--- src/design/fwd_map.svh ---
`ifndef FWD_MAP_SVH
`define FWD_MAP_SVH

// Register byte offsets
`define FWD_OFS_KEY 5'h00
`define FWD_OFS_DIV 5'h04
`define FWD_OFS_RELOAD 5'h08
`define FWD_OFS_STATUS 5'h0c
`define FWD_OFS_IRQ_STAT 5'h10
`define FWD_OFS_IRQ_CLR 5'h14
`define FWD_OFS_IRQ_EN 5'h18
`define FWD_OFS_COUNT 5'h1c

// Key codes, compared on the low half-word
`define FWD_KEY_START 16'hcccc
`define FWD_KEY_REFRESH 16'haaaa
`define FWD_KEY_UNLOCK 16'h5555

// Field positions and widths
`define FWD_DIV_W 3
`define FWD_CNT_W 12
`define FWD_BUSY_DIV_BIT 0
`define FWD_BUSY_RLD_BIT 1
`define FWD_IRQ_W 3

// Reset values and highest prescaler select code
`define FWD_DIV_RST 3'h0
`define FWD_RELOAD_RST 12'hfff
`define FWD_COUNT_START 12'hfff
`define FWD_DIV_MAX_SEL 3'h6

`endif

--- src/design/fwd_pkg.sv ---
package fwd_pkg;

  // Run state of the down-counter, Gray coded along idle, run, expired
  typedef enum logic [1:0] {
    FWD_IDLE = 2'b00,
    FWD_RUN = 2'b01,
    FWD_EXPIRED = 2'b11
  } fwd_state_type;

  // Interrupt events, one bit each
  typedef struct packed {
    logic locked_write;
    logic refreshed;
    logic timeout;
  } fwd_irq_type;

  // Key commands waiting for the next oscillator tick
  typedef struct packed {
    logic start;
    logic refresh;
  } fwd_keycmd_type;

endpackage

--- src/design/fwd_osc_tick.sv ---
`timescale 1ns/10ps

module fwd_osc_tick (
  // Clock and reset
  input wire logic clk_sys,
  input wire logic rst_b,
  // Oscillator pin and its rising-edge pulse
  input wire logic low_speed_osc,
  output logic osc_tick
);

  logic sync1_q;
  logic sync2_q;
  logic prev_q;

  // Two-flop synchroniser, then edge detect on the second stage
  always_ff @(posedge clk_sys or negedge rst_b) begin
    if (!rst_b) begin
      sync1_q <= 1'b0;
      sync2_q <= 1'b0;
      prev_q <= 1'b0;
      osc_tick <= 1'b0;
    end else begin
      sync1_q <= low_speed_osc;
      sync2_q <= sync1_q;
      prev_q <= sync2_q;
      osc_tick <= sync2_q & ~prev_q;
    end
  end

endmodule

--- src/design/fwd_prescale.sv ---
`timescale 1ns/10ps
`include "fwd_map.svh"

module fwd_prescale (
  // Clock and reset
  input wire logic clk_sys,
  input wire logic rst_b,
  // Oscillator ticks in, divided ticks out
  input wire logic osc_tick,
  input wire logic [`FWD_DIV_W-1:0] sel,
  output logic div_tick
);

  logic [7:0] cnt_q;
  logic [2:0] sel_eff;
  logic [7:0] term;

  // Codes 6 and 7 both give divide by 256
  assign sel_eff = (sel > `FWD_DIV_MAX_SEL) ? `FWD_DIV_MAX_SEL : sel;
  assign term = 8'((9'h004 << sel_eff) - 9'h001);

  // Divide oscillator ticks by 4 << sel_eff
  always_ff @(posedge clk_sys or negedge rst_b) begin
    if (!rst_b) begin
      cnt_q <= 8'h00;
      div_tick <= 1'b0;
    end else begin
      div_tick <= 1'b0;
      if (osc_tick) begin
        if (cnt_q >= term) begin
          cnt_q <= 8'h00;
          div_tick <= 1'b1;
        end else begin
          cnt_q <= cnt_q + 8'h01;
        end
      end
    end
  end

endmodule

--- src/design/fwd_watchdog.sv ---
//Contract
// - Start key begins count down from 0xfff.
// - Counter reaching zero asserts the system reset output.
// - Refresh key loads the reload value into the counter.
// - No register write stops a running counter; only reset does.
// - Hardware-start option starts the counter right after reset.
// - Unlock key opens prescaler and reload registers for writes.
// - Any other key value locks them again.
// - Prescaler codes 0 to 6 divide by 4 to 256; 7 gives 256.
// - Busy flags show updates not yet taken by the counter side.
// - Twelve-bit reload; counter restarts from it on each refresh.
// - Debug halt freezes the counter when the freeze bit is set.
// - Counter is paced only by the low-speed oscillator.
// - Status bit 0 prescaler busy, bit 1 reload busy, read-only.
//
// Chosen here: the APB register port.
`timescale 1ns/10ps
`include "fwd_map.svh"

module fwd_watchdog (
  // Clock and reset
  input wire logic clk_sys,
  input wire logic rst_b,
  // APB slave
  input wire logic psel,
  input wire logic penable,
  input wire logic pwrite,
  input wire logic [4:0] paddr,
  input wire logic [31:0] pwdata,
  output logic [31:0] prdata,
  output logic pready,
  output logic pslverr,
  // Oscillator pin, option strap, debug controls
  input wire logic low_speed_osc,
  input wire logic hw_start_opt,
  input wire logic dbg_halted,
  input wire logic debug_freeze_bit,
  // Reset request and interrupt
  output logic sys_reset_req,
  output logic irq
);

  ////////////////////////////////////////////////////////////////////////////
  // Declarations

  fwd_pkg::fwd_state_type state_q;
  fwd_pkg::fwd_keycmd_type cmd_q;
  fwd_pkg::fwd_irq_type irq_stat_q;
  fwd_pkg::fwd_irq_type irq_en_q;
  fwd_pkg::fwd_irq_type ev;
  logic [`FWD_CNT_W-1:0] count_q;
  logic [`FWD_CNT_W-1:0] reload_q;
  logic [`FWD_CNT_W-1:0] reload_act_q;
  logic [`FWD_DIV_W-1:0] div_q;
  logic [`FWD_DIV_W-1:0] div_act_q;
  logic busy_div_q;
  logic busy_rld_q;
  logic unlock_q;
  logic strap_done_q;
  logic osc_tick;
  logic div_tick;
  logic count_en;
  logic setup;
  logic commit;
  logic wr;
  logic key_wr;
  logic div_wr;
  logic rld_wr;
  logic [15:0] key;
  logic [31:0] rdata;
  logic known;

  ////////////////////////////////////////////////////////////////////////////
  // Oscillator pacing

  // Oscillator pin is synchronised and turned into one-cycle ticks
  fwd_osc_tick u_tick (
    .clk_sys(clk_sys),
    .rst_b(rst_b),
    .low_speed_osc(low_speed_osc),
    .osc_tick(osc_tick)
  );

  // Divided tick paces the counter
  fwd_prescale u_div (
    .clk_sys(clk_sys),
    .rst_b(rst_b),
    .osc_tick(osc_tick),
    .sel(div_act_q),
    .div_tick(div_tick)
  );

  // Freeze while halted in debug if the freeze bit asks for it
  assign count_en = div_tick & ~(dbg_halted & debug_freeze_bit);

  ////////////////////////////////////////////////////////////////////////////
  // APB decode

  // Access phase with ready sampled high is the commit edge
  assign setup = psel & penable & ~pready;
  assign commit = psel & penable & pready;
  assign wr = commit & pwrite & ~pslverr;
  assign key_wr = wr & (paddr == `FWD_OFS_KEY);
  assign div_wr = wr & (paddr == `FWD_OFS_DIV);
  assign rld_wr = wr & (paddr == `FWD_OFS_RELOAD);
  assign key = pwdata[15:0];

  // Read mux and address check
  always_comb begin
    rdata = 32'h0000_0000;
    known = 1'b1;
    case (paddr)
      `FWD_OFS_KEY: rdata = 32'h0000_0000;
      `FWD_OFS_DIV: rdata[`FWD_DIV_W-1:0] = div_q;
      `FWD_OFS_RELOAD: rdata[`FWD_CNT_W-1:0] = reload_q;
      `FWD_OFS_STATUS: begin
        rdata[`FWD_BUSY_DIV_BIT] = busy_div_q;
        rdata[`FWD_BUSY_RLD_BIT] = busy_rld_q;
      end
      `FWD_OFS_IRQ_STAT: rdata[`FWD_IRQ_W-1:0] = irq_stat_q;
      `FWD_OFS_IRQ_CLR: rdata = 32'h0000_0000;
      `FWD_OFS_IRQ_EN: rdata[`FWD_IRQ_W-1:0] = irq_en_q;
      `FWD_OFS_COUNT: rdata[`FWD_CNT_W-1:0] = count_q;
      default: known = 1'b0;
    endcase
  end

  // Ready one cycle into the access phase; error on unmapped offsets
  always_ff @(posedge clk_sys or negedge rst_b) begin
    if (!rst_b) begin
      pready <= 1'b0;
      pslverr <= 1'b0;
      prdata <= 32'h0000_0000;
    end else begin
      pready <= setup;
      pslverr <= setup & ~known;
      if (setup & ~pwrite) begin
        prdata <= rdata;
      end
    end
  end

  ////////////////////////////////////////////////////////////////////////////
  // Write protection

  // Unlock key opens access, any other key value closes it
  always_ff @(posedge clk_sys or negedge rst_b) begin
    if (!rst_b) begin
      unlock_q <= 1'b0;
    end else if (key_wr) begin
      unlock_q <= (key == `FWD_KEY_UNLOCK);
    end
  end

  // Prescaler select, written only while unlocked
  always_ff @(posedge clk_sys or negedge rst_b) begin
    if (!rst_b) begin
      div_q <= `FWD_DIV_RST;
    end else if (div_wr & unlock_q) begin
      div_q <= pwdata[`FWD_DIV_W-1:0];
    end
  end

  // Reload value, written only while unlocked
  always_ff @(posedge clk_sys or negedge rst_b) begin
    if (!rst_b) begin
      reload_q <= `FWD_RELOAD_RST;
    end else if (rld_wr & unlock_q) begin
      reload_q <= pwdata[`FWD_CNT_W-1:0];
    end
  end

  ////////////////////////////////////////////////////////////////////////////
  // Transfer into the oscillator-paced side

  // Busy flags: set by an accepted write, cleared at the next tick;
  // a write in the tick cycle keeps the flag set
  always_ff @(posedge clk_sys or negedge rst_b) begin
    if (!rst_b) begin
      busy_div_q <= 1'b0;
      busy_rld_q <= 1'b0;
    end else begin
      if (div_wr & unlock_q) begin
        busy_div_q <= 1'b1;
      end else if (osc_tick) begin
        busy_div_q <= 1'b0;
      end
      if (rld_wr & unlock_q) begin
        busy_rld_q <= 1'b1;
      end else if (osc_tick) begin
        busy_rld_q <= 1'b0;
      end
    end
  end

  // Working copies taken on an oscillator tick
  always_ff @(posedge clk_sys or negedge rst_b) begin
    if (!rst_b) begin
      div_act_q <= `FWD_DIV_RST;
      reload_act_q <= `FWD_RELOAD_RST;
    end else if (osc_tick) begin
      div_act_q <= div_q;
      reload_act_q <= reload_q;
    end
  end

  // Key commands wait here until the next oscillator tick
  always_ff @(posedge clk_sys or negedge rst_b) begin
    if (!rst_b) begin
      cmd_q <= '0;
    end else begin
      if (osc_tick) begin
        cmd_q <= '0;
      end
      if (key_wr & (key == `FWD_KEY_START)) begin
        cmd_q.start <= 1'b1;
      end
      if (key_wr & (key == `FWD_KEY_REFRESH)) begin
        cmd_q.refresh <= 1'b1;
      end
    end
  end

  ////////////////////////////////////////////////////////////////////////////
  // Run state and down-counter

  // Strap is caught once, on the first clock after reset release
  always_ff @(posedge clk_sys or negedge rst_b) begin
    if (!rst_b) begin
      strap_done_q <= 1'b0;
    end else begin
      strap_done_q <= 1'b1;
    end
  end

  // Idle until started; once running only reset returns to idle
  always_ff @(posedge clk_sys or negedge rst_b) begin
    if (!rst_b) begin
      state_q <= fwd_pkg::FWD_IDLE;
    end else begin
      case (state_q)
        fwd_pkg::FWD_IDLE: begin
          if (!strap_done_q & hw_start_opt) begin
            state_q <= fwd_pkg::FWD_RUN;
          end else if (osc_tick & cmd_q.start) begin
            state_q <= fwd_pkg::FWD_RUN;
          end
        end
        fwd_pkg::FWD_RUN: begin
          if (count_q == '0) begin
            state_q <= fwd_pkg::FWD_EXPIRED;
          end
        end
        fwd_pkg::FWD_EXPIRED: state_q <= fwd_pkg::FWD_EXPIRED;
        default: state_q <= fwd_pkg::FWD_IDLE;
      endcase
    end
  end

  // Down-counter: full count on start, reload on refresh, else decrement
  always_ff @(posedge clk_sys or negedge rst_b) begin
    if (!rst_b) begin
      count_q <= `FWD_COUNT_START;
    end else if (state_q == fwd_pkg::FWD_IDLE) begin
      count_q <= `FWD_COUNT_START;
    end else if (state_q == fwd_pkg::FWD_RUN) begin
      if (osc_tick & cmd_q.refresh) begin
        count_q <= reload_q;
      end else if (count_en & (count_q != '0)) begin
        count_q <= count_q - 12'h001;
      end
    end
  end

  // Reset request held once the count reaches zero
  always_ff @(posedge clk_sys or negedge rst_b) begin
    if (!rst_b) begin
      sys_reset_req <= 1'b0;
    end else if (state_q != fwd_pkg::FWD_IDLE && count_q == '0) begin
      sys_reset_req <= 1'b1;
    end
  end

  ////////////////////////////////////////////////////////////////////////////
  // Interrupts

  // Events: timeout, refresh taken, write refused by the lock
  assign ev.timeout = (state_q == fwd_pkg::FWD_RUN) & (count_q == '0);
  assign ev.refreshed = (state_q == fwd_pkg::FWD_RUN) & osc_tick
                        & cmd_q.refresh;
  assign ev.locked_write = (div_wr | rld_wr) & ~unlock_q;

  // Sticky status; an event in the clear cycle wins over the clear
  always_ff @(posedge clk_sys or negedge rst_b) begin
    if (!rst_b) begin
      irq_stat_q <= '0;
    end else if (wr & (paddr == `FWD_OFS_IRQ_CLR)) begin
      irq_stat_q <= (irq_stat_q & ~pwdata[`FWD_IRQ_W-1:0]) | ev;
    end else begin
      irq_stat_q <= irq_stat_q | ev;
    end
  end

  // Enable register
  always_ff @(posedge clk_sys or negedge rst_b) begin
    if (!rst_b) begin
      irq_en_q <= '0;
    end else if (wr & (paddr == `FWD_OFS_IRQ_EN)) begin
      irq_en_q <= pwdata[`FWD_IRQ_W-1:0];
    end
  end

  // Level interrupt from the stored status and enables
  always_ff @(posedge clk_sys or negedge rst_b) begin
    if (!rst_b) begin
      irq <= 1'b0;
    end else begin
      irq <= |(irq_stat_q & irq_en_q);
    end
  end

endmodule

--- config.mk ---
export PLATFORM = sky130hd
export DESIGN_NAME = fwd_watchdog
export DESIGN_NICKNAME = d
export VERILOG_FILES = /design/src/design/fwd_pkg.sv /design/src/design/fwd_osc_tick.sv /design/src/design/fwd_prescale.sv /design/src/design/fwd_watchdog.sv
export VERILOG_INCLUDE_DIRS = /design/src /design/src/design
export SDC_FILE = /design/constraint.sdc
export NUM_CORES = 1
export LEC_CHECK = 0
export BUFFER_PORTS_ARGS = -buffer_cell sky130_fd_sc_hd__buf_2
export CAP_MARGIN = 5
export CORE_UTILIZATION = 50
export CTS_CLUSTER_DIAMETER = 40
export DETAILED_ROUTE_END_ITERATION = 12
export GPL_TIMING_DRIVEN = 0
export HOLD_SLACK_MARGIN = 0.08
export PLACE_DENSITY = 0.82
export SLEW_MARGIN = 20
export SYNTH_ARGS = -nofsm -noshare
export SYNTH_HDL_FRONTEND = slang
export SYNTH_SLANG_ARGS = --single-unit
--- constraint.sdc ---
create_clock -name clk_sys -period 2.4 [get_ports clk_sys]
set_clock_uncertainty 0.15 [all_clocks]
set_input_delay 0.48 -clock clk_sys [delete_from_list [all_inputs] [get_ports clk_sys]]
set_output_delay 0.48 -clock clk_sys [all_outputs]
set_load 0.02 [all_outputs]
==> flow_metrics.py <==
metrics = {
    "route": {
        "drc_errors": 0,
        "post_drt_wl_per_cell_um": 16.64,
        "avgViaCountPerCell": 5.830,
        "dr.pass1.iters": 5,
        "drt-initial-drc-count": 389,
        "vias": 3335,
        "ant_nets": 0,
        "routed_wl_mm": 9.520,
    },
    "setup_path": {
        "rr_endpoint": "count_q[1]$_DFFE_PN1P_",
        "start_kind": "flop",
        "reg2reg_depth": 7,
        "worstSetupPathType": "flop to flop",
        "worst_ep_required_time_ps": 2530,
        "reg2reg_from": "count_q[0]$_DFFE_PN1P_",
        "crit_path_end_kind": "flop",
        "cp_max_fo": 3,
        "critPathArrivalTime_ps": 2500,
        "r2r_setup_slack_ps": 30,
    },
    "worst_hold_path": {
        "min_path_type": "flop to flop",
        "min-delay-start": "u_tick.sync1_q$_DFF_PN0_",
        "hold_end": "u_tick.sync2_q$_DFF_PN0_",
        "worstHoldPathCells": 0,
    },
    "final_layout": {
        "nets": 522,
        "drive_gt1_share_pct": 33.62,
        "synthToLayoutAreaGrowth_pct": 21.23,
        "n_antenna_cell": 0,
    },
    "global_routing": {
        "grt_remaining_overflow": 0,
        "grt_first_pass_wirelength_mm": 16.20,
        "antenna_found_initial": 0,
        "grt_usage_pct": 25.30,
        "grt_max_degree": 41,
        "grt_pass1_vias": 3291,
    },
    "power": {
        "ir_drop_mv": 0.6573,
        "p_comb_share_pct": 22.2,
        "p_per_area_nw_per_um2": 724.2,
        "clkPwrFrac_pct": 35.4,
        "p_sw_share_pct": 29.69,
        "p_leak_nw": 2.204,
        "switching_power_w": 0.001025,
        "design_power_total_w": 0.003451,
        "internal_power_w": 0.002427,
        "seqPwrFrac_pct": 42.4,
    },
    "floorplan": {
        "die_w_um": 90.67,
        "rows": 31,
        "start_util_pct": 53.07,
        "io_pins": 82,
        "die_height_um": 90.67,
        "die-area_um2": 8221,
        "core_um2": 7408,
    },
    "timing": {
        "period_share_pct": 98.75,
        "setup_violations": 0,
        "fin_tns_setup_ps": 0,
        "hold_viol": 0,
        "fin_ws_ps": 30.06,
        "max_freq_mhz": 422.0,
        "worst_pin_slew_ps": 838.4,
        "maxSlewHeadroom_pct": 44.11,
        "finalMaxSlewViolations": 0,
        "period_needed_ps": 2370,
        "rsz0062_at_grt": "yes",
    },
    "cts": {
        "cts_inserted_buffers": 9,
        "cts_max_path_buffers": 2,
        "clk_latency_ps": 360,
        "clk_pin_slew_worst_paths_ps": 80,
        "clkSinkCount": 73,
        "cts_root_buf": "clkbuf_8",
        "cts_tree": "done",
        "htree_levels": 3,
    },
    "synth": {
        "synth.most_common_cell": "dfrtp_1",
        "syn-cell-area_um2": 3931,
        "ys_ff_latch": 73,
        "synth-adder-area-share_pct": 2.546,
        "synth_cells": 380,
        "netlist.top_cell.by_area": "dfrtp_1",
        "synth_mux_area_share_pct": 7.925,
        "yosys.area_share.simple_pct": 16.58,
        "synth_top_family_by_area": "compound AO/OA/AOI/OAI gates",
        "ys_seq_area_share_pct": 47.23,
        "synthFlopType": "dfrtp_1",
        "synth-compound-area-share_pct": 17.76,
        "yosysTopAreaCellShare_pct": 31.19,
        "synth_area_leaders": "dfrtp_1, dfstp_2, mux2_2",
        "synth_common_cells": "dfrtp_1, nor2_1, dfstp_2, mux2_2, a21oi_1",
        "synth-edff-count": 0,
        "synthArstFlopShare_pct": 100.0,
        "ys_types": 57,
        "yosys_warnings": 0,
        "synthXorXnorAreaFrac_pct": 0.8912,
        "avgSynthCellArea_um2": 10.35,
    },
    "place": {
        "dp_hpwl_mm": 6.617,
        "gp_congestion": 0.9403,
        "placement.setup.worst_slack_ps": -105.7,
        "io_buffers": 44,
    },
    "flow_run": {
        "maxCapViolations": 0,
    },
    "status": {
        "status": "finished clean",
    },
}
-- state kept, by name, indices dropped and copies added (netlist names), 3 cells and up --
name and flops:
irq_en_q 3, count_q 12, u_div.cnt_q 8, div_q 3
prdata 12, irq_stat_q 3, reload_q 12, div_act_q 3
-- worst max-delay path by stage --
stage / cells after the start / startpoint / to / slack (ps)
floorplan: 7 / count_q[0]$_DFFE_PN1P_ / count_q[10]$_DFFE_PN1P_ / 30
global placement: 6 / count_q[0]$_DFFE_PN1P_ / count_q[1]$_DFFE_PN1P_ / -110
detailed placement: 5 / paddr[1] / div_q[1]$_DFFE_PN0P_ / -110
CTS: 7 / count_q[1]$_DFFE_PN1P_ / count_q[1]$_DFFE_PN1P_ / -30
global route: 8 / count_q[0]$_DFFE_PN1P_ / count_q[0]$_DFFE_PN1P_ / -40
finish: 7 / count_q[0]$_DFFE_PN1P_ / count_q[1]$_DFFE_PN1P_ / 30
-- power by group through the flow --
| stage | sequential [W] | combinational (W) | clock [W] |
|---|---|---|---|
| 2_1_floorplan | 0.00152 | 0.000402 | 0 |
| 3_3_place_gp | 0.00149 | 0.000613 | 0 |
| 3_5_place_dp | 0.00150 | 0.000645 | 0 |
| 4_1_cts | 0.00146 | 0.000752 | 0.00124 |
| 5_1_grt | 0.00148 | 0.000848 | 0.00128 |
| 6_report | 0.00146 | 0.000765 | 0.00122 |
-- per-stage QoR --
stage,hold WS [ps],instance area [um2],std cells,utilization [%]
floorplan,34.41,4013,399,-
CTS,206.8,4758,572,64.23
finish,204.3,4766,572,64.33
detailed placement,187.9,4379,543,59.11
global placement,184.8,4357,542,58.81
global route,219.9,4766,572,64.33
-- what timing repair did --
| item | 4_1_cts | 5_1_grt |
|---|---|---|
| hold buffers | 2 | 0 |
| resized for setup | 9 | 1 |
| pin swaps | 3 | 2 |
| endpoints found under the setup margin | 9 | 13 |
| hold endpoints to repair | 33 | 0 |
| setup buffers | 11 | 0 |
-- cells by family after synthesis --
kind of cell	Yosys count
other cells	2
buf+inv	50
mux	27
fa+ha+maj	8
simple gates	118
compound gates	98
xor+xnor	4
flops	73
-- layout by cell type (no fill, tap or decap), types with 6 or more instances in the layout --
cell type / synthesis / routed
o221ai_1: 6 / 6
buf_4: 20 / 30
nor4bb_1: 6 / 6
conb_1: 2 / 21
ha_1: 8 / 7
clkbuf_1: 11 / 11
inv_1: 16 / 14
dfrtp_1: 49 / 49
nand3_1: 9 / 9
o21ai_0: 12 / 12
a22oi_1: 18 / 18
clkbuf_8: 0 / 10
nand2_1: 15 / 15
nor3_1: 10 / 10
nor2_1: 35 / 35
dfstp_2: 24 / 24
nand4_1: 8 / 8
a21oi_1: 21 / 21
and2_1: 6 / 6
mux2_2: 23 / 22
buf_2: 0 / 43
-- layout make-up --
cell class / count / area [um2]
timing repair buffer: 58 / 352.8
clock buffer: 10 / 137.6
sequential: 73 / 1857
tap: 99 / 123.9
multi-input combinational: 276 / 1912
inverter: 16 / 60.06
buffer: 34 / 210.2
fill: 592 / 2643
clock inverter: 6 / 112.6
-- metal layers --
| metal | share of wire, % | vias up | track usage (%) |
|---|---|---|---|
| li1 | - | 1555 | - |
| met1 | 45 | 1629 | 34.14 |
| met2 | 47 | 137 | 39.46 |
| met3 | 6.1 | 14 | 4.966 |
| met4 | 1.9 | 0 | 11.29 |
| met5 | 0 | - | 0 |
-- worst max-delay path, cell delays in order (launching register included) --
cell and delay [ps]:
dfstp_2 380, inv_2 70, ha_4 120, or4b_4 460, or4_4 450, buf_6 150
o21ai_4 210, mux2_4 320
Power figures use the tool's default switching activity.
